$ cat src/cem_defs.svh
// Purpose: Constants for the core exception model block
// Assumes: Included by cem_pkg and the top module
// Notes:   Offsets are register indices on the plain software port
`ifndef CEM_DEFS_SVH
`define CEM_DEFS_SVH
// Core register indices
`define CEM_IDX_SP          4'hD
`define CEM_IDX_LINK        4'hE
`define CEM_IDX_PC          4'hF
`define CEM_PC_READ_ADD     32'h00000004
// Control register offsets (8-bit address, bit 7 selects control space)
`define CEM_OFF_CORE_BASE   8'h00
`define CEM_OFF_INTERRUPT_CONTROL_STATE_REG        8'h80
`define CEM_OFF_APP_INTERRUPT_RESET_CTRL       8'h81
`define CEM_OFF_CONTROL     8'h82
`define CEM_OFF_IRQ_ENABLE  8'h83
`define CEM_OFF_IRQ_PEND    8'h84
`define CEM_OFF_IRQ_CLRPEND 8'h85
`define CEM_OFF_SYS_PRI     8'h86
`define CEM_OFF_IRQ_PRI_LO  8'h88
`define CEM_OFF_PC          8'h90
`define CEM_OFF_DEBUG       8'h91
// Field positions
`define CEM_INTERRUPT_CONTROL_STATE_REG_VECT_HI    8
`define CEM_INTERRUPT_CONTROL_STATE_REG_NMI_SET    31
`define CEM_INTERRUPT_CONTROL_STATE_REG_DSC_SET    28
`define CEM_INTERRUPT_CONTROL_STATE_REG_DSC_CLR    27
`define CEM_INTERRUPT_CONTROL_STATE_REG_TICK_SET   26
`define CEM_INTERRUPT_CONTROL_STATE_REG_TICK_CLR   25
`define CEM_APP_INTERRUPT_RESET_CTRL_SYSRESET  2
`define CEM_CONTROL_STACK_SELECT   1
// Exception numbers
`define CEM_EXC_NONE        9'h000
`define CEM_EXC_RESET       9'h001
`define CEM_EXC_NMI         9'h002
`define CEM_EXC_FAULT       9'h003
`define CEM_EXC_SVC         9'h00B
`define CEM_EXC_DSC         9'h00E
`define CEM_EXC_TICK        9'h00F
`define CEM_EXC_IRQ0        9'h010
// Priorities, encoded as value+3 so -3..3 maps to 0..6; idle is 7
`define CEM_PRI_RESET       3'h0
`define CEM_PRI_NMI         3'h1
`define CEM_PRI_FAULT       3'h2
`define CEM_PRI_CFG_BASE    3'h3
`define CEM_PRI_IDLE        3'h7
// Reset values
`define CEM_RST_WORD        32'h00000000
`define CEM_NUM_IRQ         32
`endif

$ cat src/cem_pkg.sv
// Purpose: Types for the core exception model block
// Assumes: cem_defs.svh holds all numbers
// Notes:   Types only
`include "cem_defs.svh"
package cem_pkg;
  typedef struct packed {
    logic       wr;
    logic       rd;
    logic [7:0] addr;
    logic [31:0] wdata;
  } cem_bus_type;
  typedef struct packed {
    logic       valid;
    logic [8:0] number;
    logic [2:0] pri;
  } cem_cand_type;
  typedef enum logic [1:0] {
    CEM_ST_THREAD  = 2'b01,
    CEM_ST_HANDLER = 2'b10
  } cem_state_type;
endpackage : cem_pkg

$ cat src/cem_core.sv
// Purpose: Core register file, banked stack pointers and exception sources
// Assumes: Single clock, synchronous inputs, one-cycle read latency port
// Notes:   Picks the winning pending exception and tracks the active one
`timescale 1ns/100ps
`default_nettype none
`include "cem_defs.svh"
// Contract
// - Reading index 13 gives process stack if stack select set, else main.
// - Thirteen general registers, two stack pointers, link and PC held.
// - Power-on reset clears processor, control space and debug logic.
// - Local reset clears processor and control space, keeps debug state.
// - Reset-selected fields take reset values when reset is released.
// - Reset always enabled at fixed priority minus three.
// - Non-maskable interrupt always enabled, priority minus two, beats all but reset.
// - Non-maskable pends by hardware signal or software set bit.
// - Generic fault always enabled at fixed priority minus one.
// - Every detected fault reports through the one generic fault.
// - Supervisor call instruction raises always-enabled, configurable-priority exception.
// - Two system interrupts and 32 external lines, each configurable priority.
// - Deferred call always enabled, pended or cleared only by its bits.
// - Tick set and clear bits always work for software.
// - Software disables external interrupts and sets or clears any pending.
// - Hardware pends any interrupt except the deferred call.
// - No fault cause status bits exist.
// - Fixed exception numbers; external N is sixteen plus N.
// - Active vector number sits in bits 8:0 of control state register.
// - System reset request sits at bit 2 of reset control register.
// - Equal priority resolves to lowest exception number; lower value wins.
// - Configurable priorities are two bits, below the fixed ones.
// - Only strictly higher priority preempts an active exception.
module cem_core
  import cem_pkg::*;
(
  input  wire logic        i_clock,
  input  wire logic        i_rst,
  input  wire logic        i_local_rst,
  input  wire cem_bus_type i_bus,
  input  wire logic        i_nmi,
  input  wire logic        i_fault,
  input  wire logic        i_svc_exec,
  input  wire logic        i_tick_event,
  input  wire logic [31:0] i_irq,
  input  wire logic        i_exc_return,
  output logic      [31:0] o_rdata,
  output logic      [8:0]  o_active_vector,
  output logic      [8:0]  o_take_number,
  output logic             o_take,
  output logic             o_sys_reset_req
);

  // Any reset level reinitialises the processor and control space
  logic any_rst;
  assign any_rst = i_rst | i_local_rst;

  logic [31:0] gpr_q [0:12];
  logic [31:0] psp_q, msp_q, link_q, pc_q;
  logic [31:0] dbg_q;
  logic        stack_select_q;
  logic        nmi_pend_q, fault_pend_q, svc_pend_q, dsc_pend_q, tick_pend_q;
  logic [31:0] irq_en_q, irq_pend_q;
  logic [1:0]  svc_pri_q, dsc_pri_q, tick_pri_q;
  logic [63:0] irq_pri_q;
  cem_state_type st_q;
  logic [8:0]  active_q;
  logic [2:0]  active_pri_q;

  logic wr_interrupt_control_state_reg, wr_ctl, wr_core;
  assign wr_interrupt_control_state_reg = i_bus.wr && i_bus.addr == `CEM_OFF_INTERRUPT_CONTROL_STATE_REG;
  assign wr_ctl  = i_bus.wr && i_bus.addr == `CEM_OFF_CONTROL;
  assign wr_core = i_bus.wr && i_bus.addr[7:4] == 4'h0;

  // Map a two-bit configurable level below the fixed levels
  function automatic logic [2:0] cfg_pri(input logic [1:0] f);
    cfg_pri = `CEM_PRI_CFG_BASE + {1'b0, f};
  endfunction : cfg_pri

  // Read a core register by index
  function automatic logic [31:0] core_read(input logic [3:0] n);
    if (n == `CEM_IDX_PC)
      core_read = pc_q + `CEM_PC_READ_ADD;
    else if (n == `CEM_IDX_LINK)
      core_read = link_q;
    else if (n == `CEM_IDX_SP)
      core_read = stack_select_q ? psp_q : msp_q;
    else
      core_read = gpr_q[n];
  endfunction : core_read

  // General registers, stack pointers and link
  always_ff @(posedge i_clock) begin
    if (any_rst) begin
      for (int k = 0; k < 13; k++) gpr_q[k] <= `CEM_RST_WORD;
      psp_q  <= `CEM_RST_WORD;
      msp_q  <= `CEM_RST_WORD;
      link_q <= `CEM_RST_WORD;
    end else if (wr_core) begin
      if (i_bus.addr[3:0] == `CEM_IDX_LINK)
        link_q <= i_bus.wdata;
      else if (i_bus.addr[3:0] == `CEM_IDX_SP) begin
        // Only the selected bank moves; the other is untouched
        if (stack_select_q) psp_q <= {i_bus.wdata[31:2], 2'b00};
        else         msp_q <= {i_bus.wdata[31:2], 2'b00};
      end else if (i_bus.addr[3:0] != `CEM_IDX_PC)
        gpr_q[i_bus.addr[3:0]] <= i_bus.wdata;
    end
  end

  // Program counter written through its own offset
  always_ff @(posedge i_clock) begin
    if (any_rst)
      pc_q <= `CEM_RST_WORD;
    else if (i_bus.wr && i_bus.addr == `CEM_OFF_PC)
      pc_q <= i_bus.wdata;
  end

  // Debug scratch survives a local reset, cleared only at power-on
  always_ff @(posedge i_clock) begin
    if (i_rst)
      dbg_q <= `CEM_RST_WORD;
    else if (i_bus.wr && i_bus.addr == `CEM_OFF_DEBUG)
      dbg_q <= i_bus.wdata;
  end

  // Stack select: writes ignored in handler mode
  always_ff @(posedge i_clock) begin
    if (any_rst)
      stack_select_q <= 1'b0;
    else if (wr_ctl && st_q == CEM_ST_THREAD)
      stack_select_q <= i_bus.wdata[`CEM_CONTROL_STACK_SELECT];
  end

  // Software-configured priorities; cleared by any reset
  always_ff @(posedge i_clock) begin
    if (any_rst) begin
      svc_pri_q  <= 2'h0;
      dsc_pri_q  <= 2'h0;
      tick_pri_q <= 2'h0;
      irq_pri_q  <= 64'h0;
    end else if (i_bus.wr) begin
      if (i_bus.addr == `CEM_OFF_SYS_PRI) begin
        svc_pri_q  <= i_bus.wdata[1:0];
        dsc_pri_q  <= i_bus.wdata[3:2];
        tick_pri_q <= i_bus.wdata[5:4];
      end
      if (i_bus.addr == `CEM_OFF_IRQ_PRI_LO)
        irq_pri_q[31:0] <= i_bus.wdata;
      if (i_bus.addr == `CEM_OFF_IRQ_PRI_LO + 8'h01)
        irq_pri_q[63:32] <= i_bus.wdata;
    end
  end

  // External enable mask
  always_ff @(posedge i_clock) begin
    if (any_rst)
      irq_en_q <= 32'h0;
    else if (i_bus.wr && i_bus.addr == `CEM_OFF_IRQ_ENABLE)
      irq_en_q <= i_bus.wdata;
  end

  // Winner of the arbitration, computed below
  cem_cand_type win;
  logic         take;

  // Pending state of fixed and system exceptions; set wins over clear
  always_ff @(posedge i_clock) begin
    if (any_rst) begin
      nmi_pend_q   <= 1'b0;
      fault_pend_q <= 1'b0;
      svc_pend_q   <= 1'b0;
      dsc_pend_q   <= 1'b0;
      tick_pend_q  <= 1'b0;
    end else begin
      nmi_pend_q <= i_nmi | (wr_interrupt_control_state_reg & i_bus.wdata[`CEM_INTERRUPT_CONTROL_STATE_REG_NMI_SET])
                  | (nmi_pend_q & ~(take && win.number == `CEM_EXC_NMI));
      // All fault kinds funnel into one pending bit, no cause kept
      fault_pend_q <= i_fault | (fault_pend_q & ~(take && win.number == `CEM_EXC_FAULT));
      svc_pend_q <= i_svc_exec | (svc_pend_q & ~(take && win.number == `CEM_EXC_SVC));
      // No hardware input reaches the deferred call
      dsc_pend_q <= (wr_interrupt_control_state_reg & i_bus.wdata[`CEM_INTERRUPT_CONTROL_STATE_REG_DSC_SET])
                  | (dsc_pend_q & ~(wr_interrupt_control_state_reg & i_bus.wdata[`CEM_INTERRUPT_CONTROL_STATE_REG_DSC_CLR])
                     & ~(take && win.number == `CEM_EXC_DSC));
      tick_pend_q <= i_tick_event | (wr_interrupt_control_state_reg & i_bus.wdata[`CEM_INTERRUPT_CONTROL_STATE_REG_TICK_SET])
                   | (tick_pend_q & ~(wr_interrupt_control_state_reg & i_bus.wdata[`CEM_INTERRUPT_CONTROL_STATE_REG_TICK_CLR])
                      & ~(take && win.number == `CEM_EXC_TICK));
    end
  end

  // External pending: hardware and software set, software clears
  always_ff @(posedge i_clock) begin
    if (any_rst)
      irq_pend_q <= 32'h0;
    else
      for (int k = 0; k < `CEM_NUM_IRQ; k++) begin
        irq_pend_q[k] <= i_irq[k]
          | (i_bus.wr && i_bus.addr == `CEM_OFF_IRQ_PEND && i_bus.wdata[k])
          | (irq_pend_q[k]
             & ~(i_bus.wr && i_bus.addr == `CEM_OFF_IRQ_CLRPEND && i_bus.wdata[k])
             & ~(take && win.number == `CEM_EXC_IRQ0 + 9'(k)));
      end
  end

  // Arbitration walks in ascending number so ties keep the lowest
  always_comb begin
    win = '{valid: 1'b0, number: `CEM_EXC_NONE, pri: `CEM_PRI_IDLE};
    if (nmi_pend_q)
      win = '{valid: 1'b1, number: `CEM_EXC_NMI, pri: `CEM_PRI_NMI};
    if (fault_pend_q && `CEM_PRI_FAULT < win.pri)
      win = '{valid: 1'b1, number: `CEM_EXC_FAULT, pri: `CEM_PRI_FAULT};
    if (svc_pend_q && cfg_pri(svc_pri_q) < win.pri)
      win = '{valid: 1'b1, number: `CEM_EXC_SVC, pri: cfg_pri(svc_pri_q)};
    if (dsc_pend_q && cfg_pri(dsc_pri_q) < win.pri)
      win = '{valid: 1'b1, number: `CEM_EXC_DSC, pri: cfg_pri(dsc_pri_q)};
    if (tick_pend_q && cfg_pri(tick_pri_q) < win.pri)
      win = '{valid: 1'b1, number: `CEM_EXC_TICK, pri: cfg_pri(tick_pri_q)};
    for (int k = 0; k < `CEM_NUM_IRQ; k++)
      if (irq_pend_q[k] && irq_en_q[k] && cfg_pri(irq_pri_q[2*k +: 2]) < win.pri)
        win = '{valid: 1'b1, number: `CEM_EXC_IRQ0 + 9'(k),
                pri: cfg_pri(irq_pri_q[2*k +: 2])};
  end

  // Strict compare: an equal level waits for the active handler
  assign take = win.valid && win.pri < active_pri_q;

  // Thread/handler state and active exception; a preemption overwrites the active one, no nesting kept
  always_ff @(posedge i_clock) begin
    if (any_rst) begin
      st_q         <= CEM_ST_THREAD;
      active_q     <= `CEM_EXC_NONE;
      active_pri_q <= `CEM_PRI_IDLE;
    end else begin
      unique case (st_q)
        CEM_ST_THREAD: begin
          if (take) begin
            st_q         <= CEM_ST_HANDLER;
            active_q     <= win.number;
            active_pri_q <= win.pri;
          end
        end
        CEM_ST_HANDLER: begin
          if (take) begin
            active_q     <= win.number;
            active_pri_q <= win.pri;
          end else if (i_exc_return) begin
            // Return drops to thread; nested context is software's job
            st_q         <= CEM_ST_THREAD;
            active_q     <= `CEM_EXC_NONE;
            active_pri_q <= `CEM_PRI_IDLE;
          end
        end
      endcase
    end
  end

  // Take pulse and number registered straight to outputs
  always_ff @(posedge i_clock) begin
    if (any_rst) begin
      o_take        <= 1'b0;
      o_take_number <= `CEM_EXC_NONE;
    end else begin
      o_take        <= take;
      o_take_number <= win.number;
    end
  end

  assign o_active_vector = active_q;

  // System reset request pulses on a write of its bit
  always_ff @(posedge i_clock) begin
    if (any_rst)
      o_sys_reset_req <= 1'b0;
    else
      o_sys_reset_req <= i_bus.wr && i_bus.addr == `CEM_OFF_APP_INTERRUPT_RESET_CTRL
                         && i_bus.wdata[`CEM_APP_INTERRUPT_RESET_CTRL_SYSRESET];
  end

  // Read data one cycle after the strobe, zero on unmapped addresses
  always_ff @(posedge i_clock) begin
    if (any_rst)
      o_rdata <= `CEM_RST_WORD;
    else if (!i_bus.rd)
      o_rdata <= `CEM_RST_WORD;
    else if (i_bus.addr[7:4] == 4'h0)
      o_rdata <= core_read(i_bus.addr[3:0]);
    else
      unique case (i_bus.addr)
        `CEM_OFF_INTERRUPT_CONTROL_STATE_REG: o_rdata <= {nmi_pend_q, 2'b00, dsc_pend_q, 1'b0, tick_pend_q,
                                   17'h0, active_q};
        `CEM_OFF_CONTROL:    o_rdata <= {30'h0, stack_select_q, 1'b0};
        `CEM_OFF_IRQ_ENABLE: o_rdata <= irq_en_q;
        `CEM_OFF_IRQ_PEND:   o_rdata <= irq_pend_q;
        `CEM_OFF_SYS_PRI:    o_rdata <= {26'h0, tick_pri_q, dsc_pri_q, svc_pri_q};
        `CEM_OFF_IRQ_PRI_LO: o_rdata <= irq_pri_q[31:0];
        `CEM_OFF_PC:         o_rdata <= pc_q;
        `CEM_OFF_DEBUG:      o_rdata <= dbg_q;
        default:             o_rdata <= `CEM_RST_WORD;
      endcase
  end
endmodule : cem_core
`default_nettype wire

$ cat config.mk
export PLATFORM = sky130hd
export DESIGN_NAME = cem_core
export DESIGN_NICKNAME = d
export VERILOG_FILES = /design/src/cem_pkg.sv /design/src/cem_core.sv
export VERILOG_INCLUDE_DIRS = /design/src
export SDC_FILE = /design/constraint.sdc
export NUM_CORES = 2
export LEC_CHECK = 0
export BUFFER_PORTS_ARGS = -buffer_cell sky130_fd_sc_hd__buf_2
export CAP_MARGIN = 30
export CORE_MARGIN = 5
export CORE_UTILIZATION = 60
export CTS_CLUSTER_DIAMETER = 40
export DETAILED_ROUTE_END_ITERATION = 16
export PLACE_DENSITY = 0.82
export SYNTH_ARGS = -nofsm -noshare
export SYNTH_HDL_FRONTEND = slang
export SYNTH_SLANG_ARGS = --single-unit
$ cat constraint.sdc
create_clock -name i_clock -period 34.4 [get_ports i_clock]
set_input_delay 6.88 -clock i_clock [delete_from_list [all_inputs] [get_ports i_clock]]
set_output_delay 6.88 -clock i_clock [all_outputs]
set_load 0.02 [all_outputs]
# After elaboration in Yosys (flattened, before gate mapping)
# Memory sizes are Yosys's and may differ from the RTL's.
# Index checks and enable logic that the tools add are counted.
dict set report word_totals {
  register_bits 353
  ram_bits 416
  inputBits 82
  wordCells 637
  memories 1
}
dict set report classes {
  add_sub_neg 36
  order_cmp 37
  eq_ne 58
  mux 66
  n_bitwise 222
  reduce_logical 192
}
# name depth width read_ports rd_clocked_by_memory_dff write_ports line
set mem_list {}
lappend mem_list {gpr_q 13 32 1 0 13 cem_core.sv:55} ;# logic [31:0] gpr_q [0:12];
# cell n
set ops {}
lappend ops {{$mux 13} 37}
lappend ops {{$pmux 32 s8} 1}
lappend ops {{$mux 32} 6}
lappend ops {{$logic_and 1x1->1} 181}
lappend ops {{$eq 9x5->1 const B} 16}
lappend ops {{$eq 9x6->1 const B} 16}
lappend ops {{$lt 3x3->1} 36}
lappend ops {{$add 2x2->3 const A} 35}
lappend ops {{$eq 8x8->1 const B} 11}
lappend ops {{$and 1x1->1} 76}
lappend ops {{$not 1->1} 74}
lappend ops {{$or 1x1->1} 72}
lappend ops {{$add 32x3->32 const B} 1}
lappend ops {{$reduce_or 32->1} 1}
lappend ops {{$eq 9x4->1 const B} 3}
lappend ops {{$mux 9} 3}
lappend ops {{$eq 9x2->1 const B} 2}
lappend ops {{$pmux 9 s2} 1}
lappend ops {{$eq 4x4->1 const B} 3}
lappend ops {{$reduce_and 2->1} 5}
lappend ops {{$mux 1} 9}
lappend ops {{$mux 3} 3}
lappend ops {{$reduce_and 4->1} 2}
lappend ops {{$mux 2} 3}
lappend ops {{other kinds (12)} 14}

# Depth between registers and ports, before layout
dict set report depth {
  depth_word 115
  depth_mapped 62
  mapped_depth_nobuf 59
}

# Least setup slack after synthesis
# OpenSTA, ideal clock, no wires.
dict set report synth_timing {
  path_kind {reg-to-reg}
  startpoint {register svc_pri_q[0]}
  endpoint {register irq_pend_q[24]}
  setup_ns 0.156
  arrival_ns 13.457
  required_time_ns 34.244
  path_slack_ns 20.786
  stages_incl_launch_ff 62
  n_path_buf 2
  period_less_slack_ns 13.614
  cell_sequence {dfxtp_1 buf_2 inv_1 ha_1 inv_1 ha_1 and2b_2 and4_1 a211o_1 buf_4 a31oi_1 nand3_1 a32o_1 o21ai_1 a32oi_1 o32a_1 o21ai_1 o21ai_1 [... 26 more ...] a211oi_4 mux2i_1 o32ai_1 o22ai_1 a21o_1 mux2_2 ha_1 o21ai_0 nand2_1 inv_1 nor2_1 mux2i_1 ha_1 or3_1 o21ai_0 a21oi_2 a21oi_1 a41oi_1}
}
dict set report synth_between {
  elab_chain_cells 112
}
# element line
set synth_lines {}
lappend synth_lines {{start: declaration} cem_core.sv:61} ;# logic [1:0] svc_pri_q, dsc_pri_q, tick_pri_q;
lappend synth_lines {{start signal: assignment} cem_core.sv:141} ;# svc_pri_q <= i_bus.wdata[1:0];
lappend synth_lines {{$add 2x2->3 (no line) (*)} --}
lappend synth_lines {{$lt 3x3->1} cem_core.sv:209} ;# if (svc_pend_q && cfg_pri(svc_pri_q) < win.pri)
lappend synth_lines {{$logic_and 1x1->1} cem_core.sv:209}
lappend synth_lines {{$mux 13 (*)} cem_core.sv:209}
lappend synth_lines {{$lt 3x3->1} cem_core.sv:211} ;# if (dsc_pend_q && cfg_pri(dsc_pri_q) < win.pri)
lappend synth_lines {{$logic_and 1x1->1} cem_core.sv:211}
lappend synth_lines {{$mux 13 (*)} cem_core.sv:211}
lappend synth_lines {{$lt 3x3->1} cem_core.sv:213} ;# if (tick_pend_q && cfg_pri(tick_pri_q) < win.pri)
lappend synth_lines {{[... 96 more ...]} --}
lappend synth_lines {{$logic_and 1x1->1} cem_core.sv:216} ;# if (irq_pend_q[k] && irq_en_q[k] && cfg_pri(irq_pri_q[2*k +: 2]) < win.pri)
lappend synth_lines {{$mux 13 (*)} cem_core.sv:216}
lappend synth_lines {{$lt 3x3->1} cem_core.sv:222} ;# assign take = win.valid && win.pri < active_pri_q;
lappend synth_lines {{$logic_and 1x1->1} cem_core.sv:222}
lappend synth_lines {{$logic_and 1x1->1 (*)} cem_core.sv:198} ;# & ~(take && win.number == `CEM_EXC_IRQ0 + 9'(k)));
lappend synth_lines {{$not 1->1 (*)} cem_core.sv:198}
lappend synth_lines {{$and 1x1->1 (*)} cem_core.sv:196} ;# | (irq_pend_q[k]
lappend synth_lines {{$or 1x1->1 (*)} cem_core.sv:194} ;# irq_pend_q[k] <= i_irq[k]
lappend synth_lines {{end signal: indexed assignment} cem_core.sv:194}
lappend synth_lines {{end: declaration} cem_core.sv:60} ;# logic [31:0] irq_en_q, irq_pend_q;
# Every way passes the cells marked *; elsewhere a longest branch is shown, timed or not.
# A chain may end at the register's enable or synchronous reset.

# Worst setup path after layout
dict set report layout_timing {
  startpoint {register svc_pri_q[0]}
  endpoint {register irq_pend_q[26]}
}
# Same word-level chain as after synthesis.

==> impl_metrics.py <==
metrics = {
    "grt": {
        "grt_use_total_pct": 34.2,
        "grt_pass1_vias": 33400,
        "grt_overflow_total": 0,
        "grt_pass1_wl_mm": 198,
        "grt_start_max_net_pins": 88,
        "antenna_found_initial": 5,
    },
    "critical_path": {
        "r2r_cells": 59,
        "cpPeakStageDelay_ps": 620,
        "crit_slowest_cell": "a21oi_1",
        "worst_ep_arrival_time_ps": 16610,
        "path_max_fanout": 13,
        "critPathCaptureType": "flop",
        "critPathLaunchType": "flop",
        "worstPathRequired_ps": 34900,
        "critPathKind": "flop to flop",
    },
    "power_and_ir_drop": {
        "clkPwrFrac_pct": 48.3,
        "p_switching_mw": 0.605,
        "combPwrFrac_pct": 7.2,
        "intPower_mw": 1.86,
        "seqPwrFrac_pct": 44.6,
        "ir_worst_vdd_v": 0.0000444,
        "switching_share_pct": 24.5,
        "powerDensity_mw_per_mm2": 51.3,
        "power_leakage_nw": 17.3,
    },
    "layout": {
        "multi_input_area_mm2": 0.0198,
        "drive_above_1_share_pct": 15.4,
        "synthToLayoutAreaGrowth_pct": 13.4,
        "register_area_mm2": 0.0215,
        "stdcell_count": 5261,
        "nets": 4345,
        "final.fill_count": 5008,
    },
    "floorplan": {
        "pin_count": 134,
        "num_rows": 97,
        "die_area_mm2": 0.0761,
        "core_area_mm2": 0.0700,
        "start_util_pct": 60.5,
        "die_h_um": 276,
        "die_w_um": 276,
    },
    "sta": {
        "skew_ps": 60.1,
        "fmax_ghz": 0.0620,
        "fin_crit_ps": 16120,
        "period_share_pct": 46.9,
        "setup_viol": 0,
        "rsz0062_at_grt": "false",
        "tightest_slew_ps": 1070,
        "drv_slew": 0,
        "fin_setup_tns_ps": 0,
        "max_slew_margin_pct": 28.4,
        "hold_violations": 0,
    },
    "yosys": {
        "synth_cell_type_count": 133,
        "yosysWarnings": 0,
        "netlist_instances": 4150,
        "syn_avg_cell_area_um2": 10.2,
        "synth_edf_count": 484,
        "synth_flop_cell": "edfxtp_1",
        "synthArstFlopShare_pct": 0,
        "ys_ff_latch": 831,
        "ys_seq_area_share_pct": 50.7,
        "synth_area_mm2": 0.0424,
    },
    "clock_tree": {
        "cts_inserted_buffers": 110,
        "clkSinkCount": 831,
        "ctsHoldBuffers": 0,
        "cts_buffer_depth": 3,
        "postCtsResizedCells": 0,
        "cts_root_buffer": "clkbuf_16",
        "htreeDepth": 3,
        "post_cts_buffers": 0,
        "insertion_delay_ps": 690,
        "cts_tree": "done",
        "clk_pin_slew_worst_paths_ps": 60,
    },
    "place": {
        "hpwl_mm": 82.4,
        "io_buffers": 127,
        "place_inst": 5050,
        "gp_congestion": 0.995,
    },
    "detailed_routing": {
        "post_drt_via_cell_ratio": 6.57,
        "routed_wl_mm": 132,
        "drc_errors": 0,
        "drt-pass1-iter-count": 9,
        "first_iter_violations": 5008,
        "drt-wirelength-per-cell_um": 25.1,
        "final_antenna_net_count": 0,
        "via_count": 34600,
    },
    "worst_hold_path": {
        "hold_path_depth": 2,
        "hp-class": "flop to flop",
    },
    "status": {
        "status": "complete, no violations",
    },
    "flow_run": {
        "max-cap-violations": 0,
    },
}
-- path summary, 6_finish.rpt --
| check | start | endpoint | slack, ps |
|---|---|---|---|
| worst max-delay path | svc_pri_q[0]$_SDFFE_PP0P_ | irq_pend_q[26]$_SDFF_PP0_ | 18280 |
| worst min register to register | irq_pri_q[57]$_SDFFE_PP0P_ | irq_pri_q[57]$_SDFFE_PP0P_ | 450 |
| worst min-delay path | irq_pri_q[57]$_SDFFE_PP0P_ | irq_pri_q[57]$_SDFFE_PP0P_ | 450 |
| worst max register to register | svc_pri_q[0]$_SDFFE_PP0P_ | irq_pend_q[26]$_SDFF_PP0_ | 18280 |
-- registers in the layout, indices dropped and copies added, names as in the netlist, 2 cells and up --
register and count:
irq_en_q 32, dsc_pri_q 2, st_q 2, gpr_q 484, irq_pri_q 64, o_active_vector 6, dbg_q 32, active_pri_q 3
o_rdata 32, tick_pri_q 2, o_take_number 6, irq_pend_q 32, psp_q 30, svc_pri_q 2, msp_q 30, pc_q 32
link_q 32
-- worst max-delay path: cells and delay by family, from the launching register on --
family / cells / cell delay, ps
buffers and inverters: 3 / 310
AO/OA/AOI/OAI: 34 / 9940
multiplexers: 4 / 1130
adder cells (fa/ha/maj): 4 / 950
flip-flops: 1 / 550
AND/OR/NAND/NOR: 14 / 3060
-- cell usage after synthesis, types with 15 or more instances --
cell type  count  area share, %
nand2_1      786            7.0
edfxtp_1     484             34
and2_1       422            6.2
a21oi_1      371            4.4
dfxtp_1      347             16
clkbuf_1     269            2.4
nor2_1       159            1.4
mux4_2       136            7.2
inv_1        124            1.1
o211ai_1      82            1.5
nand3_1       79           0.93
a31oi_1       72            1.1
o21ai_0       65           0.77
mux2i_1       61            1.4
and3_1        58           0.86
ha_1          41            1.2
a21o_1        40           0.71
a222oi_1      35           0.83
nor3_1        32           0.38
a22oi_1       31           0.55
a21boi_0      20           0.35
xnor2_1       20           0.41
a311oi_1      18           0.37
buf_1         18           0.16
o211a_1       17           0.40
nand2b_1      15           0.22
-- layer usage --
| layer | track usage, % | up-vias | part of all wire [%] |
|---|---|---|---|
| met1 | 45.8 | 16600 | 37 |
| met3 | 9.28 | 417 | 13 |
| met4 | 14.6 | 4 | 4.9 |
| li1 | - | 15200 | - |
| met2 | 53.1 | 2369 | 45 |
| met5 | 0 | - | 0.020 |
-- power groups by stage --
stage | logic, mW | clock network [mW] | registers [mW]
final | 0.177 | 1.19 | 1.10
after floorplan | 0.112 | 0 | 1.11
after global placement | 0.167 | 0 | 1.12
after detailed placement | 0.171 | 0 | 1.12
after global routing | 0.186 | 1.24 | 1.10
after CTS | 0.172 | 1.19 | 1.10
-- cell families after synthesis --
group	Yosys count	share of synthesized area [%]
adder cells (fa/ha/maj)	48	1.38
flip-flops	831	50.7
buffers and inverters	427	3.93
AND/OR/NAND/NOR	1650	18.8
multiplexers	201	8.80
other	1	0.00884
AO/OA/AOI/OAI	964	15.8
XOR/XNOR	28	0.578
-- through the flow --
step / area, µm² / worst slack [ps] / power [mW] / util, % / hold WS [ps]
final: 48100 / 18280 / 2.47 / 68.6 / 452
after global placement: 44000 / 19080 / 1.28 / 62.8 / 441
after floorplan: 42700 / 20790 / 1.23 / - / 436
after detailed placement: 44200 / 18710 / 1.29 / 63.1 / 447
after global routing: 48100 / 17120 / 2.53 / 68.6 / 468
after CTS: 48100 / 18630 / 2.47 / 68.6 / 454
-- layout by cell type, fill, tap and decap left out, types with 17 or more instances in the layout --
master     synthesis  final
clkbuf_16          0    115
buf_4              9     57
nor3_1            32     27
a21oi_1          371    371
inv_1            124    124
o211a_1           17     17
nor2_1           159    139
dfxtp_1          347    346
a31oi_1           72     72
conb_1             1     74
and3_1            58     58
edfxtp_1         484    484
mux4_2           136    136
a21boi_0          20     20
a222oi_1          35     35
buf_2              2    125
and2_1           422    422
nand3_1           79     79
mux2i_1           61     61
a311oi_1          18     18
ha_1              41     41
a21o_1            40     40
xnor2_1           20     20
nand2_1          786    786
clkinv_2           0     19
a22oi_1           31     31
o21ai_0           65     55
o211ai_1          82     82
-- final cells by class --
class	instances	area share [%]
Clock buffer	128	6.13
Antenna cell	2	0.0104
Multi-Input combinational cell	2965	41.2
Clock inverter	81	1.99
Timing Repair Buffer	190	2.56
Tap cell	940	2.45
Inverter	124	0.968
Sequential cell	831	44.7
Power figures use the tool's default switching activity.
